$ cat src/inc/tcc_map.vh
// Purpose : Register offsets, fields and codes of the 8-bit timer core
// Assumes : Plain register port, 8-bit data
// Notes   : Included by the timer core, its assertion checker and its bench
`ifndef TCC_MAP_VH
`define TCC_MAP_VH

// ----------------------------------------------------------------------
// Register offsets
// ----------------------------------------------------------------------
`define TCC_ADDR_W        4
`define TCC_OFF_CTRL_A    4'h0
`define TCC_OFF_CTRL_B    4'h1
`define TCC_OFF_COUNT     4'h2
`define TCC_OFF_CMP_A     4'h3
`define TCC_OFF_CMP_B     4'h4
`define TCC_OFF_MASK      4'h5
`define TCC_OFF_FLAG      4'h6
`define TCC_OFF_ACK       4'h7

// ----------------------------------------------------------------------
// Field positions
// ----------------------------------------------------------------------
`define TCC_WGM_LOW_BIT   0
`define TCC_WGM_MID_BIT   1
`define TCC_COM_A_LSB     6
`define TCC_COM_B_LSB     4
`define TCC_CS_LSB        0
`define TCC_WGM_HIGH_BIT  3
`define TCC_FOC_A_BIT     7
`define TCC_FOC_B_BIT     6
`define TCC_OVF_BIT       0
`define TCC_CMPA_BIT      1
`define TCC_CMPB_BIT      2

// ----------------------------------------------------------------------
// Reset values and codes
// ----------------------------------------------------------------------
`define TCC_RESET_BYTE    8'h00
`define TCC_BOTTOM        8'h00
`define TCC_MAX           8'hFF
`define TCC_CS_STOP       3'h0
`define TCC_CS_DIV1       3'h1
`define TCC_CS_DIV8       3'h2
`define TCC_CS_DIV64      3'h3
`define TCC_CS_DIV256     3'h4
`define TCC_CS_DIV1024    3'h5
`define TCC_CS_EXT_FALL   3'h6
`define TCC_CS_EXT_RISE   3'h7
`define TCC_WGM_NORMAL    3'h0
`define TCC_WGM_PC_FF     3'h1
`define TCC_WGM_CTC       3'h2
`define TCC_WGM_FAST_FF   3'h3
`define TCC_WGM_PC_OCA    3'h5
`define TCC_WGM_FAST_OCA  3'h7
`define TCC_PRESCALE_W    10

`endif

$ cat src/hw/tcc_core.v
// Purpose : Counter core of an 8-bit timer with two compare units
// Assumes : MCLK 40 MHz, RST_N synchronous active low, plain reg port
// Notes   : External count pin is synchronised before edge detection
//
// Behaviour
// RULE1 - Count and compare values are CPU registers
// RULE2 - Two independent compare units A and B
// RULE3 - Compare values double buffered
// RULE4 - Compare runs every cycle
// RULE5 - Match sets that unit's flag
// RULE6 - Match drives waveform outputs
// RULE7 - All three flags in one register
// RULE8 - Each source gated by mask bit
// RULE9 - Tick from prescaler or external pin
// RULE10 - Select picks source and edge
// RULE11 - Three-bit select field in control B
// RULE12 - Select zero stops the counter
// RULE13 - Tick clears, increments or decrements
// RULE14 - CPU accesses count anytime
// RULE15 - CPU count write beats tick
// RULE16 - Mode from control A and B bits
// RULE17 - Bottom signalled at 0x00
// RULE18 - Max signalled at 0xFF
// RULE19 - Top is 0xFF or compare A
// RULE20 - Overflow point depends on mode
// RULE21 - Flag sets on tick after match
// RULE22 - Write one or ack clears flag
// RULE23 - Normal mode wraps, overflow at zero
// RULE24 - CTC clears on compare A match
// RULE25 - Everything resets to zero, stopped
//
// Decided for this implementation: the address map and strobed register access.
`include "tcc_map.vh"

module tcc_core (
    input  wire       MCLK,
    input  wire       RST_N,
    input  wire [3:0] ADDR,
    input  wire [7:0] WDATA,
    input  wire       WR,
    input  wire       RD,
    input  wire       EXT_COUNT_PIN,
    output reg  [7:0] RDATA,
    output reg        IRQ_OVF,
    output reg        IRQ_CMP_A,
    output reg        IRQ_CMP_B,
    output reg        COMPARE_A_OUTPUT,
    output reg        COMPARE_B_OUTPUT,
    output reg        AT_BOTTOM,
    output reg        AT_MAX
);

// ----------------------------------------------------------------------
// Helpers
// ----------------------------------------------------------------------
function is_pwm;
    input [2:0] m;
    begin
        is_pwm = (m == `TCC_WGM_PC_FF) || (m == `TCC_WGM_FAST_FF) ||
                 (m == `TCC_WGM_PC_OCA) || (m == `TCC_WGM_FAST_OCA);
    end
endfunction

function is_phase;
    input [2:0] m;
    begin
        is_phase = (m == `TCC_WGM_PC_FF) || (m == `TCC_WGM_PC_OCA);
    end
endfunction

// New output level for a compare output action
function out_act;
    input [1:0] com;
    input       cur;
    input       up;
    input       pwm;
    begin
        case (com)
            2'h1:    out_act = pwm ? cur : ~cur;
            2'h2:    out_act = pwm ? ~up : 1'b0;
            2'h3:    out_act = pwm ? up : 1'b1;
            default: out_act = cur;
        endcase
    end
endfunction

// ----------------------------------------------------------------------
// State
// ----------------------------------------------------------------------
reg  [7:0] timer_control_a;
reg  [7:0] timer_control_b;
reg  [7:0] count_value;
reg  [7:0] compare_a_value;
reg  [7:0] compare_b_value;
reg  [7:0] compare_a_buf;
reg  [7:0] compare_b_buf;
reg  [2:0] timer_mask_register;
reg  [2:0] timer_flag_register;
reg        count_down;
reg        block_match;
reg        match_a_held;
reg        match_b_held;
reg  [`TCC_PRESCALE_W-1:0] prescale;
reg        ext_meta;
reg        ext_sync;
reg        ext_prev;

wire [2:0] clock_source_select = timer_control_b[2:0];
wire       waveform_mode_high  = timer_control_b[`TCC_WGM_HIGH_BIT];
wire       waveform_mode_mid   = timer_control_a[`TCC_WGM_MID_BIT];
wire       waveform_mode_low   = timer_control_a[`TCC_WGM_LOW_BIT];
wire [2:0] mode = {waveform_mode_high, waveform_mode_mid,
                   waveform_mode_low}; // RULE16
wire       pwm   = is_pwm(mode);
wire       phase = is_phase(mode);
wire       top_is_a = (mode == `TCC_WGM_CTC) || mode[2]; // RULE19
wire [7:0] top_value = top_is_a ? compare_a_buf : `TCC_MAX; // RULE19
wire       wr_count = WR && (ADDR == `TCC_OFF_COUNT);

// ----------------------------------------------------------------------
// Clock select and tick
// ----------------------------------------------------------------------
reg        timer_tick;
always @* begin
    case (clock_source_select) // RULE9 RULE10 RULE11
        `TCC_CS_STOP:     timer_tick = 1'b0; // RULE12
        `TCC_CS_DIV1:     timer_tick = 1'b1;
        `TCC_CS_DIV8:     timer_tick = (prescale[2:0] == 3'h7);
        `TCC_CS_DIV64:    timer_tick = (prescale[5:0] == 6'h3F);
        `TCC_CS_DIV256:   timer_tick = (prescale[7:0] == 8'hFF);
        `TCC_CS_DIV1024:  timer_tick = (prescale == 10'h3FF);
        `TCC_CS_EXT_FALL: timer_tick = ext_prev & ~ext_sync;
        `TCC_CS_EXT_RISE: timer_tick = ~ext_prev & ext_sync;
        default:          timer_tick = 1'b0;
    endcase
end

always @(posedge MCLK) begin
    if (!RST_N) begin
        prescale <= {`TCC_PRESCALE_W{1'b0}};
        ext_meta <= 1'b0;
        ext_sync <= 1'b0;
        ext_prev <= 1'b0;
    end else begin
        prescale <= prescale + 1'b1;
        ext_meta <= EXT_COUNT_PIN;
        ext_sync <= ext_meta;
        ext_prev <= ext_sync;
    end
end

// ----------------------------------------------------------------------
// Counter next value
// ----------------------------------------------------------------------
reg  [7:0] next_count;
reg        next_down;
always @* begin
    next_count = count_value;
    next_down  = count_down;
    if (wr_count) begin
        next_count = WDATA; // RULE14 RULE15
    end else if (timer_tick) begin // RULE13
        if (phase) begin
            if (count_down) begin
                next_count = count_value - 8'h01;
                if (count_value == 8'h01)
                    next_down = 1'b0;
            end else begin
                next_count = count_value + 8'h01;
                if (count_value + 8'h01 == top_value)
                    next_down = 1'b1;
            end
        end else if (count_value == top_value && mode != `TCC_WGM_NORMAL) begin
            next_count = `TCC_BOTTOM; // RULE24
        end else begin
            next_count = count_value + 8'h01; // RULE23
        end
    end
end

// Compare runs every cycle, not only on a count change
wire match_a = (count_value == compare_a_buf) && !block_match; // RULE4
wire match_b = (count_value == compare_b_buf) && !block_match; // RULE2

// Overflow at bottom for up modes, at bottom turn for phase modes
wire ovf_evt = timer_tick && !wr_count &&
               (phase ? (count_down && count_value == 8'h01)
                      : (next_count == `TCC_BOTTOM)); // RULE20 RULE23
wire upd_buf = pwm ? (phase ? (timer_tick && count_value == top_value)
                            : ovf_evt) : 1'b1; // RULE3

// ----------------------------------------------------------------------
// Registers
// ----------------------------------------------------------------------
wire       ack = WR && (ADDR == `TCC_OFF_ACK);
wire [2:0] clr = (WR && ADDR == `TCC_OFF_FLAG) ? WDATA[2:0] : 3'h0;
wire [2:0] ack_clr = ack ? WDATA[2:0] : 3'h0;
wire [2:0] set_evt = {timer_tick && match_b_held,
                      timer_tick && match_a_held, ovf_evt};
wire       foc_a = WR && ADDR == `TCC_OFF_CTRL_B && !pwm &&
                   WDATA[`TCC_FOC_A_BIT];
wire       foc_b = WR && ADDR == `TCC_OFF_CTRL_B && !pwm &&
                   WDATA[`TCC_FOC_B_BIT];

always @(posedge MCLK) begin
    if (!RST_N) begin // RULE25
        timer_control_a     <= `TCC_RESET_BYTE;
        timer_control_b     <= `TCC_RESET_BYTE;
        count_value         <= `TCC_RESET_BYTE;
        compare_a_value     <= `TCC_RESET_BYTE;
        compare_b_value     <= `TCC_RESET_BYTE;
        compare_a_buf       <= `TCC_RESET_BYTE;
        compare_b_buf       <= `TCC_RESET_BYTE;
        timer_mask_register <= 3'h0;
        timer_flag_register <= 3'h0;
        count_down          <= 1'b0;
        block_match         <= 1'b0;
        match_a_held        <= 1'b0;
        match_b_held        <= 1'b0;
        COMPARE_A_OUTPUT    <= 1'b0;
        COMPARE_B_OUTPUT    <= 1'b0;
        RDATA               <= 8'h00;
        IRQ_OVF             <= 1'b0;
        IRQ_CMP_A           <= 1'b0;
        IRQ_CMP_B           <= 1'b0;
        AT_BOTTOM           <= 1'b0;
        AT_MAX              <= 1'b0;
    end else begin
        if (WR) begin
            case (ADDR) // RULE1
                `TCC_OFF_CTRL_A: timer_control_a <= WDATA;
                `TCC_OFF_CTRL_B: timer_control_b <= {4'h0, WDATA[3:0]};
                `TCC_OFF_CMP_A:  compare_a_value <= WDATA;
                `TCC_OFF_CMP_B:  compare_b_value <= WDATA;
                `TCC_OFF_MASK:   timer_mask_register <= WDATA[2:0]; // RULE8
                default: ;
            endcase
        end
        count_value <= next_count;
        count_down  <= next_down;
        // Count write blocks matches until the next tick
        if (wr_count)
            block_match <= 1'b1;
        else if (timer_tick)
            block_match <= 1'b0;
        // Match is held and turned into a flag on the following tick
        // A count write drops any match held from before the write
        if (wr_count) begin
            match_a_held <= 1'b0;
            match_b_held <= 1'b0;
        end else if (timer_tick) begin
            match_a_held <= match_a; // RULE21
            match_b_held <= match_b; // RULE21
        end else begin
            match_a_held <= match_a_held | match_a;
            match_b_held <= match_b_held | match_b;
        end
        if (upd_buf) begin
            compare_a_buf <= compare_a_value; // RULE3
            compare_b_buf <= compare_b_value; // RULE3
        end
        // Set beats clear in the same cycle
        timer_flag_register <= (timer_flag_register & ~(clr | ack_clr))
                               | set_evt; // RULE5 RULE7 RULE22
        if ((timer_tick && match_a_held) || foc_a)
            COMPARE_A_OUTPUT <= out_act(timer_control_a[7:6],
                                        COMPARE_A_OUTPUT,
                                        !count_down, pwm); // RULE6
        if ((timer_tick && match_b_held) || foc_b)
            COMPARE_B_OUTPUT <= out_act(timer_control_a[5:4],
                                        COMPARE_B_OUTPUT,
                                        !count_down, pwm); // RULE6
        IRQ_OVF   <= timer_flag_register[`TCC_OVF_BIT] &
                     timer_mask_register[`TCC_OVF_BIT]; // RULE8
        IRQ_CMP_A <= timer_flag_register[`TCC_CMPA_BIT] &
                     timer_mask_register[`TCC_CMPA_BIT]; // RULE8
        IRQ_CMP_B <= timer_flag_register[`TCC_CMPB_BIT] &
                     timer_mask_register[`TCC_CMPB_BIT]; // RULE8
        AT_BOTTOM <= (next_count == `TCC_BOTTOM); // RULE17
        AT_MAX    <= (next_count == `TCC_MAX); // RULE18
        if (RD) begin
            case (ADDR)
                `TCC_OFF_CTRL_A: RDATA <= timer_control_a;
                `TCC_OFF_CTRL_B: RDATA <= timer_control_b;
                `TCC_OFF_COUNT:  RDATA <= count_value; // RULE14
                `TCC_OFF_CMP_A:  RDATA <= compare_a_value;
                `TCC_OFF_CMP_B:  RDATA <= compare_b_value;
                `TCC_OFF_MASK:   RDATA <= {5'h00, timer_mask_register};
                `TCC_OFF_FLAG:   RDATA <= {5'h00, timer_flag_register};
                default:         RDATA <= 8'h00;
            endcase
        end else begin
            RDATA <= 8'h00;
        end
    end
end

endmodule // tcc_core

$ cat config.mk
export PLATFORM = sky130hd
export DESIGN_NAME = tcc_core
export DESIGN_NICKNAME = d
export VERILOG_FILES = /design/src/hw/tcc_core.v
export VERILOG_INCLUDE_DIRS = /design/src /design/src/inc
export SDC_FILE = /design/constraint.sdc
export NUM_CORES = 1
export LEC_CHECK = 0
export BUFFER_PORTS_ARGS = -buffer_cell sky130_fd_sc_hd__buf_2
export CORE_ASPECT_RATIO = 1.4
export CORE_MARGIN = 4
export CORE_UTILIZATION = 60
export CTS_CLUSTER_SIZE = 25
export DETAILED_ROUTE_END_ITERATION = 6
export PLACE_DENSITY_LB_ADDON = 0.2
export SLEW_MARGIN = 20
export SYNTH_ARGS = -nofsm -noshare
export SYNTH_HDL_FRONTEND = slang
export SYNTH_SLANG_ARGS = --single-unit
$ cat constraint.sdc
create_clock -name MCLK -period 5.5 [get_ports MCLK]
set_clock_uncertainty 0.2 [all_clocks]
set_input_delay 0.275 -clock MCLK [delete_from_list [all_inputs] [get_ports MCLK]]
set_output_delay 0.275 -clock MCLK [all_outputs]
set_load 0.01 [all_outputs]
## Yosys cells after proc, flatten, opt, wreduce, memory -nomap -nowiden

Cells that the tools add are included.

| word-level totals | value |
|---|---|
| bits in registers | 90 |
| bits of input ports | 17 |
| output and inout bits | 15 |
| word-level logic and storage cells | 152 |

| cells by class | value |
|---|---|
| $add $sub $neg | 3 |
| eq/ne operators | 37 |
| mux-type cells | 26 |
| bitwise logic cells | 17 |
| reduce and logical (&&, ||, !) cells | 44 |

Operators with widths:

| operator | number |
|---|---|
| $pmux W8 S7 | 1 |
| $mux W8 | 6 |
| $eq A8 B8 Y1 | 4 |
| $eq A3 B3 Y1 const B | 7 |
| $eq A4 B3 Y1 const B | 4 |
| $eq A8 B8 Y1 const B | 2 |
| $logic_and A1 B1 Y1 | 16 |
| $mux W1 | 14 |
| $eq A3 B2 Y1 const B | 4 |
| $reduce_and A2 Y1 | 6 |
| $add A10 B1 Y10 const B | 1 |
| $eq A10 B10 Y1 const B | 1 |
| $reduce_and A3 Y1 | 3 |
| $reduce_bool A3 Y1 | 3 |
| $add A8 B1 Y8 const B | 1 |
| $eq A2 B2 Y1 const B | 4 |
| $eq A4 B2 Y1 const B | 2 |
| $eq A8 B1 Y1 const B | 1 |
| $logic_not A8 Y1 | 1 |
| $pmux W1 S8 | 1 |
| $sub A8 B1 Y8 const B | 1 |
| $logic_or A1 B1 Y1 | 7 |
| $eq A3 B1 Y1 const B | 2 |
| $eq A6 B6 Y1 const B | 1 |
| other kinds (16) | 34 |

## Logic depth before layout (Yosys ltp)

Gate-level depths: netlist (run 1).

| depth | value |
|---|---|
| depth after elaboration | 14 |
| mapped depth | 13 |
| depth with buffers taken out | 10 |

## Worst setup path after synthesis (run 1)

No wires, ideal clock.

| timing | value |
|---|---|
| path kind | reg-to-reg |
| from | register count_value[1] |
| to | register compare_a_buf[0] |
| library setup time | 0.118 ns |
| arrival | 2.220 ns |
| required time | 5.182 ns |
| path slack | 2.962 ns |
| cell stages (with the launch flop) | 14 |
| path buffers | 3 |
| period minus slack after synthesis | 2.538 ns |
| cells stage by stage | dfxtp_1 buf_4 inv_1 ha_1 inv_1 nor4_1 a21oi_1 xnor2_1 nor4_2 o211ai_2 o21a_1 buf_6 buf_12 mux2i_1 |

| between the ends | value |
|---|---|
| cells in the longest elaborated chain, start to end | 11 |
| elaborated cells between the ends (all ways) | 17 |
| those cells by class | add/sub: 2; eq/ne: 2; mux: 8; reduce/logical: 5 |

RTL lines:

| element | line | text |
|---|---|---|
| from (decl) | tcc_core.v:92 | `reg [7:0] count_value;` |
| from (signal assigned) | tcc_core.v:209 | `` count_value <= `TCC_RESET_BYTE; `` |
| from (signal assigned) | tcc_core.v:239 | `count_value <= next_count;` |
| branches (longest 9 deep; another with $add A8 B1 Y8) | -- |  |
| $mux W1 * (2 in a row) | tcc_core.v:189 | `wire upd_buf = pwm ? (phase ? (timer_tick && count_value == top_value)` |
| to (signal assigned) | tcc_core.v:212 | `` compare_a_buf <= `TCC_RESET_BYTE; `` |
| to (signal assigned) | tcc_core.v:259 | `compare_a_buf <= compare_a_value;` |
| to (decl) | tcc_core.v:95 | `reg [7:0] compare_a_buf;` |

Every way passes the cells marked *.
A chain may end at the register's enable or synchronous reset.

## Worst setup path after layout (run 1)

| timing | value |
|---|---|
| from | register count_value[1] |
| to | register compare_b_buf[2] |

| between the ends | value |
|---|---|
| cells in the longest elaborated chain, start to end | 11 |
| elaborated cells between the ends (all ways) | 17 |
| those cells by class | add/sub: 2; eq/ne: 2; mux: 8; reduce/logical: 5 |

RTL lines:

| element | line | text |
|---|---|---|
| branches (longest 9 deep; another with $add A8 B1 Y8) | -- |  |
| $mux W1 * (2 in a row) | tcc_core.v:189 |  |
| to (signal assigned) | tcc_core.v:213 | `` compare_b_buf <= `TCC_RESET_BYTE; `` |
| to (signal assigned) | tcc_core.v:260 | `compare_b_buf <= compare_b_value;` |
| to (decl) | tcc_core.v:96 | `reg [7:0] compare_b_buf;` |

Marks and branches as above.

==> results.json, run 1 <==
{
  "r2r_cells": 9,
  "drcViolationCount": 0,
  "cts_tree": "done",
  "yosys.area_share.simple_pct": 25.58,
  "power_frac_seq_pct": 45.0,
  "cts.htree.levels": 3,
  "drt_iter0_markers": 299,
  "cts-resized-gates": 0,
  "antenna_cells": 0,
  "wire_per_inst_um": 19.20,
  "synth_seq_cells": 90,
  "area_growth_pct": 8.746,
  "worstPathMaxFanout": 16,
  "slew_violations": 0,
  "slew_headroom_pct": 36.70,
  "vias": 4278,
  "hold_path_class": "primary input to flop",
  "dp_hpwl_mm": 9.785,
  "grtUsageTotal_pct": 28.57,
  "synth-compound-area-share_pct": 14.65,
  "outcome": "complete, no violations",
  "place.gp.congestion": 0.9080,
  "grt_max_degree": 50,
  "synthesis.nets": 616,
  "cap_violations": 0,
  "grt_pass1_wl_mm": 21.81,
  "cts_buffer_depth": 2,
  "synth_cell_types": 75,
  "die_area_um2": 9840,
  "rsz0062_at_grt": "no",
  "switching_share_pct": 23.93,
  "ant_nets": 0,
  "worstSetupEndpointType": "flop",
  "core_area_um2": 8149,
  "p_clk_share_pct": 46.8,
  "max_freq_ghz": 0.2970,
  "async_flop_share_pct": 0,
  "synth_edf_count": 0,
  "viasPerCell": 6.059,
  "netlist_area_um2": 4979,
  "grt-ovfl-total": 0,
  "setup_viol": 0,
  "p_per_area_nw_per_um2": 281.8,
  "clock-sinks": 90,
  "ys_seq_area_share_pct": 36.19,
  "finalHoldViolCount": 0,
  "postSynthCellCount": 594,
  "power.internal_mw": 1.161,
  "grt_pass1_vias": 4221,
  "syn_avg_cell_area_um2": 8.381,
  "yosysWarningCount": 0,
  "period_share_pct": 61.23,
  "ir_worst_vdd_v": 0.0002730,
  "final_common_cell": "dfxtp_1",
  "netSwitchingPower_mw": 0.3651,
  "numCtsBuffers": 9,
  "cts_root_buf": "clkbuf_16",
  "initial_utilization_pct": 61.09,
  "synthMuxAreaShare_pct": 11.01,
  "rows": 39,
  "routed_wl_mm": 13.56,
  "critical_path_class": "flop to flop",
  "layout-drive-gt1-share_pct": 12.42,
  "clk_latency_ns": 0.35,
  "clk_pin_slew_ns": 0.06,
  "grt_antenna_before_repair": 0,
  "p_total_mw": 1.526,
  "die_y_um": 115.8,
  "fin_nets": 621,
  "layout_min_cycle_time_ns": 3.368,
  "portBuffers": 31,
  "yosys.area_share.xor_xnor_pct": 5.805,
  "ys.flop_type": "dfxtp_1",
  "ios": 32,
  "synth_top_family_by_area": "simple AND/OR/NAND/NOR gates",
  "die_w_um": 84.99,
  "arrival_ns": 3.43,
  "layout_common_cells": "dfxtp_1, nand2_1, nor2_1",
  "cp.required_ns": 5.57,
  "dr.pass1.iters": 4,
  "synth_fa_ha_area_share_pct": 1.257,
  "start_kind": "flop",
  "hold_depth": 3,
  "leakage_nw": 1.996,
  "worst_pin_slew_ns": 0.9443,
  "share_comb_of_total_power_pct": 8.2,
  "setup_tns_ns": 0
}
[sequential cells by signal, indices dropped and copies added (netlist names), 3 cells and up]
signal / flops
RDATA: 8
timer_control_a: 8
compare_a_value: 8
compare_b_value: 8
timer_mask_register: 3
timer_control_b: 4
prescale: 10
compare_a_buf: 8
timer_flag_register: 3
count_value: 8
compare_b_buf: 8
[metrics by stage]
stage               std cells  setup WS (ns)  instance area, um^2  utilization [%]  hold slack, ns
floorplan                 594          2.962                 4979                -          0.2023
global placement          689          2.225                 5055            62.03          0.2200
detailed placement        689          2.089                 5055            62.03          0.2402
CTS                       706          2.147                 5414            66.44         0.04840
global route              706          1.853                 5414            66.44         0.07396
finish                    706          2.132                 5414            66.44         0.05956
[final timing paths]
kind                        from                 end  slack [ns]
setup / recovery  count_value[1]    compare_b_buf[2]        2.13
hold / removal          WDATA[5]  compare_a_value[5]        0.06
setup reg to reg  count_value[1]    compare_b_buf[2]        2.13
hold reg to reg         ext_meta            ext_sync        0.24
[cells by family (layout without fill, tap and decap cells)]
group / count (synthesis) / after routing
mux: 53 / 53
flops: 90 / 90
xor+xnor: 33 / 33
compound gates: 101 / 101
simple gates: 257 / 257
buf+inv: 55 / 65
fa+ha+maj: 5 / 5
[critical path, cell delays in order (launching register included)]
cell	delay, ns
dfxtp_1	0.71
ha_1	0.31
nand3_1	0.15
nor2_1	0.24
a21oi_1	0.11
xnor2_1	0.24
nor4_2	0.10
o211ai_2	0.18
o21a_1	0.77
mux2i_1	0.27
[per-layer routing]
metal | vias up | wire length, um | GRT usage (%)
li1 | 2092 | - | -
met1 | 2007 | 5476 | 33.08
met3 | 47 | 799 | 6.615
met4 | 0 | 671 | 15.73
met2 | 132 | 6607 | 48.55
met5 | - | 0 | 0
[cells in the mapped netlist (5+ instances only)]
cell      instances  area, um^2
xnor2_1          24       210.2
nand2_1          77       289.0
and2_1            9       56.30
mux2i_1          48       480.5
nand3b_1          6       45.04
nor4_1            9       56.30
a22oi_1           7       52.55
nor2_1           76       285.3
nor2b_1           6       37.54
nand3_1          28       140.1
and3_1            8       50.05
clkbuf_1         22       82.58
a31oi_1           8       50.05
dfxtp_1          90        1802
nor3_1            9       45.04
ha_1              5       62.56
buf_2             8       40.04
a21oi_1          34       170.2
inv_1            15       56.30
o21ai_0          11       55.05
xor2_1            9       78.83
[power groups by stage]
| stage | clock (mW) | sequential (mW) | combinational [mW] |
|---|---|---|---|
| after floorplan | 0 | 0.688 | 0.0980 |
| after global placement | 0 | 0.700 | 0.122 |
| after detailed placement | 0 | 0.700 | 0.123 |
| after CTS | 0.724 | 0.685 | 0.124 |
| after global routing | 0.749 | 0.687 | 0.137 |
| final | 0.714 | 0.686 | 0.125 |
[timing repair]
action                                  in CTS  in global routing
endpoints found under the setup margin       0                  0
hold buffers                                 1                  0
hold endpoints to repair                     1                  0
buffers inserted                             0                  0
[final cells by class]
| cell class | count | area (um^2) |
|---|---|---|
| clock buffer | 9 | 225.2 |
| clock inverter | 7 | 123.9 |
| fill | 696 | 2735 |
| inverter | 16 | 60.06 |
| multi-input combinational | 449 | 2903 |
| sequential | 90 | 1802 |
| tap | 102 | 127.6 |
| timing repair buffer | 33 | 172.7 |
No activity file was read; power rests on OpenSTA's default activity.
==> run 2: changes to the inputs <==
--- a/config.mk
+++ b/config.mk
@@ -6,6 +6,7 @@
 export SDC_FILE = /design/constraint.sdc
 export NUM_CORES = 1
 export LEC_CHECK = 0
+export ABC_AREA = 1
 export BUFFER_PORTS_ARGS = -buffer_cell sky130_fd_sc_hd__buf_2
 export CORE_ASPECT_RATIO = 1.4
 export CORE_MARGIN = 4
==> constraint.sdc (replaced) <==
create_clock -name MCLK -period 3.2 [get_ports MCLK]
set_clock_uncertainty 0.2 [all_clocks]
set_input_delay 0.16 -clock MCLK [delete_from_list [all_inputs] [get_ports MCLK]]
set_output_delay 0.16 -clock MCLK [all_outputs]
set_load 0.01 [all_outputs]
==> run 2 against run 1 <==
  * First-iteration DRC count up 77%
  * Design area fell by 2.0%
  * Area after synthesis down 5.5%
  * Count of clock-buffer cells in the layout increased by 2
  * Die area decreased by 5.0%
  * Combinational power is 86% higher
  * Global-route usage is 1.2 points higher
  * Hold slack lost 0.040 ns
  * Largest cell class unchanged
==> results.json, run 2 <==
{
  "worst_pin_slew_ns": 0.8724,
  "hold_path_class": "primary input to flop",
  "routed_wl_mm": 13.75,
  "crit_chain": "inv_1, nand2_1, nand2_1, nor2_1, nand2_1, nor2_4, nand3_4, nand3_1, nand2_1, nor2_1, nand2_1, nor2_1, nand2_2, buf_6, a21oi_1, nor2_1",
  "cts.htree.levels": 3,
  "clk_pin_slew_ns": 0.09,
  "die_area_um2": 9344,
  "leakage_nw": 2.209,
  "period_share_pct": 93.80,
  "async_flop_share_pct": 0,
  "outcome": "complete, no violations",
  "synth_commonest_cells": "nand2_1, dfxtp_1, inv_1",
  "grtUsageTotal_pct": 29.73,
  "cts_buffer_depth": 2,
  "rows": 37,
  "rsz0062_at_grt": "no",
  "viasPerCell": 5.865,
  "drt_iter0_markers": 529,
  "synthesis.nets": 725,
  "final_cells": 844,
  "layout_min_cycle_time_ns": 3.002,
  "syn_avg_cell_area_um2": 6.694,
  "fin_nets": 765,
  "synth_seq_cells": 90,
  "p_per_area_nw_per_um2": 424.5,
  "slew_headroom_pct": 41.77,
  "layout-drive-gt1-share_pct": 9.772,
  "ant_nets": 0,
  "yosysWarningCount": 0,
  "die_y_um": 112.8,
  "crit_path_frequent_cell": "nand2_1",
  "arrival_ns": 3.06,
  "hp-start": "RD",
  "r2r_cells": 16,
  "yosys-top-cells-area": "dfxtp_1, nand2_1, nand3_1, a21oi_1, inv_1",
  "synth_most_common_cell": "nand2_1",
  "numCtsBuffers": 9,
  "clock-sinks": 90,
  "initial_utilization_pct": 62.75,
  "netlist_area_um2": 4706,
  "synth_top_area_share_pct": 38.29,
  "drcViolationCount": 0,
  "start_kind": "flop",
  "hold_end": "RDATA[0]",
  "worstSetupEndpointType": "flop",
  "ir_worst_vdd_v": 0.0004304,
  "setup_tns_ns": 0,
  "portBuffers": 31,
  "core_area_um2": 7500,
  "wire_per_inst_um": 16.29,
  "critical_path_class": "flop to flop",
  "grt-ovfl-total": 0,
  "grt_pass1_vias": 4624,
  "finalHoldViolCount": 0,
  "final_common_cell": "nand2_1",
  "die_w_um": 82.85,
  "fin_area_um2": 5308,
  "clk_latency_ns": 0.36,
  "ios": 32,
  "slowest_delay_ns": 0.64,
  "dp.cells": 815,
  "hold_depth": 3,
  "largest_reg_flops": 10,
  "max_freq_ghz": 0.3332,
  "postSynthCellCount": 703,
  "grt_antenna_before_repair": 0,
  "cts_root_buf": "clkbuf_8",
  "synth_top_area_cell": "dfxtp_1",
  "holdWs_ns": 0.01906,
  "cp.required_ns": 3.26,
  "grt_max_degree": 36,
  "synth_cell_types": 35,
  "cts_tree": "done",
  "synth_edf_count": 0,
  "place.gp.congestion": 0.9779,
  "top_register": "prescale",
  "dp_hpwl_mm": 9.996,
  "area_growth_pct": 12.79,
  "antenna_cells": 0,
  "placed_cell_area_um2": 4945,
  "crit_path_top_delay_cell": "dfxtp_1",
  "rr_startpoint": "count_value[2]",
  "setup_viol": 0,
  "grt_pass1_wl_mm": 22.61,
  "dr.pass1.iters": 5,
  "r2r_setup_slack_ns": 0.20,
  "ys.flop_type": "dfxtp_1",
  "worstPathMaxFanout": 33,
  "worstReg2RegEnd": "compare_b_buf[7]",
  "cap_violations": 0,
  "layout_common_cells": "nand2_1, dfxtp_1, inv_1",
  "vias": 4950,
  "ys_seq_area_share_pct": 38.29,
  "slew_violations": 0
}
## run 2: worst max-delay path by stage
stage                        start                to  slack [ns]
CTS                    prescale[0]  compare_a_buf[6]        0.04
global route        count_value[2]  compare_a_buf[6]        0.01
finish              count_value[2]  compare_b_buf[7]        0.20
floorplan              prescale[0]  compare_a_buf[0]        0.65
detailed placement     prescale[0]  compare_a_buf[6]        0.11
global placement       prescale[0]  compare_b_buf[4]        0.26
## run 2: worst max-delay path, delay by kind of cell (launching register included)
| family | cells | cell delay (ns) |
|---|---|---|
| buffers and inverters | 2 | 0.50 |
| AOI/OAI and AO/OA | 1 | 0.17 |
| DFF | 1 | 0.64 |
| and+or+nand+nor | 13 | 1.37 |
## run 2: stage by stage
stage	util, %	worst slack (ns)	power (mW)
floorplan	-	0.6487	1.332
global placement	65.93	0.2616	1.395
finish	70.77	0.1985	2.253
CTS	70.30	0.04123	2.247
global route	70.77	0.01479	2.336
detailed placement	65.93	0.1140	1.403
## run 2: cells by family (layout without fill, tap and decap cells)
kind of cell	after synthesis	after routing	share of synthesized area, %
AO/OA/AOI/OAI	160	160	18.80
XOR/XNOR	15	15	2.792
adder cells (fa/ha/maj)	5	5	1.329
buffers and inverters	121	164	10.21
flip-flops	90	90	38.29
AND/OR/NAND/NOR	312	313	28.58
## run 2: final cells by class
class                      count  area [um^2]
tap                           97        121.4
clock inverter                 4        76.32
inverter                      92        345.3
timing repair buffer          57        381.6
multi-input combinational    493         2440
fill                         630         2192
sequential                    90         1802
clock buffer                  11        141.4
## run 2: metal layers
layer | GRT usage [%] | vias up | part of all wire, %
met4 | 12.21 | 0 | 3.3
met2 | 51.82 | 244 | 50
met5 | 0 | - | 0
met1 | 35.69 | 2251 | 39
li1 | - | 2409 | -
met3 | 5.899 | 46 | 7.4
## run 2: where the power goes
| group | switching [mW] | internal, mW | total [mW] |
|---|---|---|---|
| combinational | 0.154 | 0.0790 | 0.233 |
| clock | 0.398 | 0.459 | 0.856 |
| sequential | 0.0196 | 1.14 | 1.16 |
## run 2: what timing repair did
item / 4_1_cts / 5_1_grt
gates resized for setup: 0 / 4
buffers inserted: 0 / 2
hold endpoints to repair: 38 / 0
hold buffers: 11 / 0
setup endpoints to repair: 0 / 17
==> run 3: changes to the inputs <==
--- a/config.mk
+++ b/config.mk
@@ -6,7 +6,6 @@
 export SDC_FILE = /design/constraint.sdc
 export NUM_CORES = 1
 export LEC_CHECK = 0
-export ABC_AREA = 1
 export BUFFER_PORTS_ARGS = -buffer_cell sky130_fd_sc_hd__buf_2
 export CORE_ASPECT_RATIO = 1.4
 export CORE_MARGIN = 4
==> run 3 against run 2 <==
  * Cell count is 14% lower
  * Register-to-register slack better by 0.09 ns
  * Largest cell class unchanged
  * Highest routed layer unchanged
  * Critical path depth is 7 lower
  * Setup slack better by 0.095 ns
==> results.json, run 3 (synthesis results as in run 1) <==
{
  "cts_tree": "done",
  "final_common_cell": "dfxtp_1",
  "hold_path_class": "primary input to flop",
  "arrival_ns": 2.93,
  "worst_pin_slew_ns": 1.011,
  "setup_ws_ns": 0.2933,
  "cts_root_buf": "clkbuf_16",
  "grt_pass1_wl_mm": 22.25,
  "rsz0062_at_grt": "no",
  "worstReg2RegEnd": "COMPARE_B_OUTPUT",
  "worstPathMaxFanout": 10,
  "antenna_cells": 0,
  "leakage_nw": 2.055,
  "slew_headroom_pct": 32.52,
  "grt_antenna_before_repair": 0,
  "layout_common_cells": "dfxtp_1, nand2_1, nor2_1",
  "setup_tns_ns": 0,
  "dp_slack_ns": 0.3426,
  "clk_latency_ns": 0.34,
  "switching_share_pct": 26.38,
  "drcViolationCount": 0,
  "dr.pass1.iters": 5,
  "share_comb_of_total_power_pct": 9.8,
  "finalHoldViolCount": 0,
  "top_register": "prescale",
  "grt_pass1_vias": 4278,
  "ir_worst_vdd_v": 0.0003673,
  "clock-sinks": 90,
  "critical_path_class": "flop to flop",
  "fillers": 674,
  "setup_viol": 0,
  "clk_pin_slew_ns": 0.07,
  "wire_per_inst_um": 19.00,
  "worstSetupEndpointType": "flop",
  "ff_latch_area_um2": 1802,
  "cts.htree.levels": 3,
  "cp.required_ns": 3.22,
  "grt-ovfl-total": 0,
  "dp_hpwl_mm": 10.05,
  "layout-drive-gt1-share_pct": 14.10,
  "grtUsageTotal_pct": 28.86,
  "vias": 4471,
  "rows": 39,
  "outcome": "complete, no violations",
  "routed_wl_mm": 13.79,
  "die_y_um": 115.8,
  "fin_nets": 641,
  "r2r_cells": 9,
  "multi_input_area_um2": 2903,
  "period_share_pct": 90.83,
  "cts_setup_buffers": 0,
  "max_freq_ghz": 0.3440,
  "ios": 32,
  "endpoint": "COMPARE_B_OUTPUT",
  "start_kind": "flop",
  "slew_violations": 0,
  "numCtsBuffers": 9,
  "area_growth_pct": 10.91,
  "grt_max_degree": 49,
  "die_area_um2": 9840,
  "hold_buffers": 8,
  "cts-resized-gates": 0,
  "cap_violations": 0,
  "power.internal_mw": 1.789,
  "layout_min_cycle_time_ns": 2.907,
  "place.gp.congestion": 0.9450,
  "p_total_mw": 2.430,
  "r2r_setup_slack_ns": 0.29,
  "cts_buffer_depth": 2,
  "portBuffers": 31,
  "die_w_um": 84.99,
  "viasPerCell": 6.158,
  "crit_start": "prescale[0]",
  "core_area_um2": 8149,
  "p_clk_share_pct": 41.9,
  "netSwitchingPower_mw": 0.6411,
  "drt_iter0_markers": 386,
  "initial_utilization_pct": 61.09,
  "ant_nets": 0,
  "rr_startpoint": "prescale[0]",
  "largest_reg_flops": 10,
  "power_frac_seq_pct": 48.3,
  "p_per_area_nw_per_um2": 440.0
}
## run 3: cell types whose count changed in the layout (fill, tap and decap cells not counted), moves of 10 or more
cell,delta
o21ai_0,-40
a21oi_1,-38
nor2_1,+10
xnor2_1,+19
mux2i_1,+48
nand3_1,-47
inv_1,-74
o22ai_1,-12
nand2_1,-63
## run 3: worst max-delay path, cell delays in order (launching register included)
cell	delay (ns)
dfxtp_1	0.37
ha_1	0.23
ha_1	0.17
nor4bb_1	0.27
a311o_1	0.18
and2_1	0.37
nand2_1	0.16
a221o_1	0.38
and2_0	0.18
o31a_1	0.29
## run 3: worst min-delay path by stage
stage | cells past startpoint | startpoint | end
6_report | 3 | WDATA[2] | compare_a_value[2]
5_1_grt | 3 | WDATA[2] | compare_a_value[2]
4_1_cts | 3 | WR | compare_a_value[7]
3_5_place_dp | 2 | EXT_COUNT_PIN | ext_meta
3_3_place_gp | 2 | EXT_COUNT_PIN | ext_meta
2_1_floorplan | 1 | EXT_COUNT_PIN | ext_meta
## run 3: through the flow
stage	cell area, um^2	util, %	instances	hold WS, ns
finish	5522	67.76	726	0.007381
global route	5522	67.76	726	0.02024
global placement	5152	63.23	702	0.1707
CTS	5522	67.76	726	0.008283
floorplan	4979	-	594	0.08729
detailed placement	5152	63.23	702	0.1748
## run 3: cell type report
| cell class | count | share of cell area [%] |
|---|---|---|
| Multi-Input combinational cell | 449 | 52.57 |
| Sequential cell | 90 | 32.63 |
| Timing Repair Buffer | 53 | 6.164 |
| Clock buffer | 10 | 4.328 |
| Tap cell | 102 | 2.311 |
| Inverter | 16 | 1.088 |
| Clock inverter | 6 | 0.9064 |
## run 3: power by group through the flow
stage | Sequential [mW] | Clock [mW] | Combinational (mW)
3_3_place_gp | 1.20 | 0 | 0.226
3_5_place_dp | 1.20 | 0 | 0.228
5_1_grt | 1.17 | 1.07 | 0.262
2_1_floorplan | 1.18 | 0 | 0.168
4_1_cts | 1.17 | 1.02 | 0.237
6_report | 1.17 | 1.02 | 0.239
## run 3: routing by layer
metal / track usage [%] / part of all wire (%) / vias up
met5: 0 / 0 / -
met3: 5.690 / 6.4 / 52
met1: 35.03 / 40 / 2105
li1: - / - / 2134
met4: 15.52 / 4.8 / 0
met2: 48.03 / 49 / 180
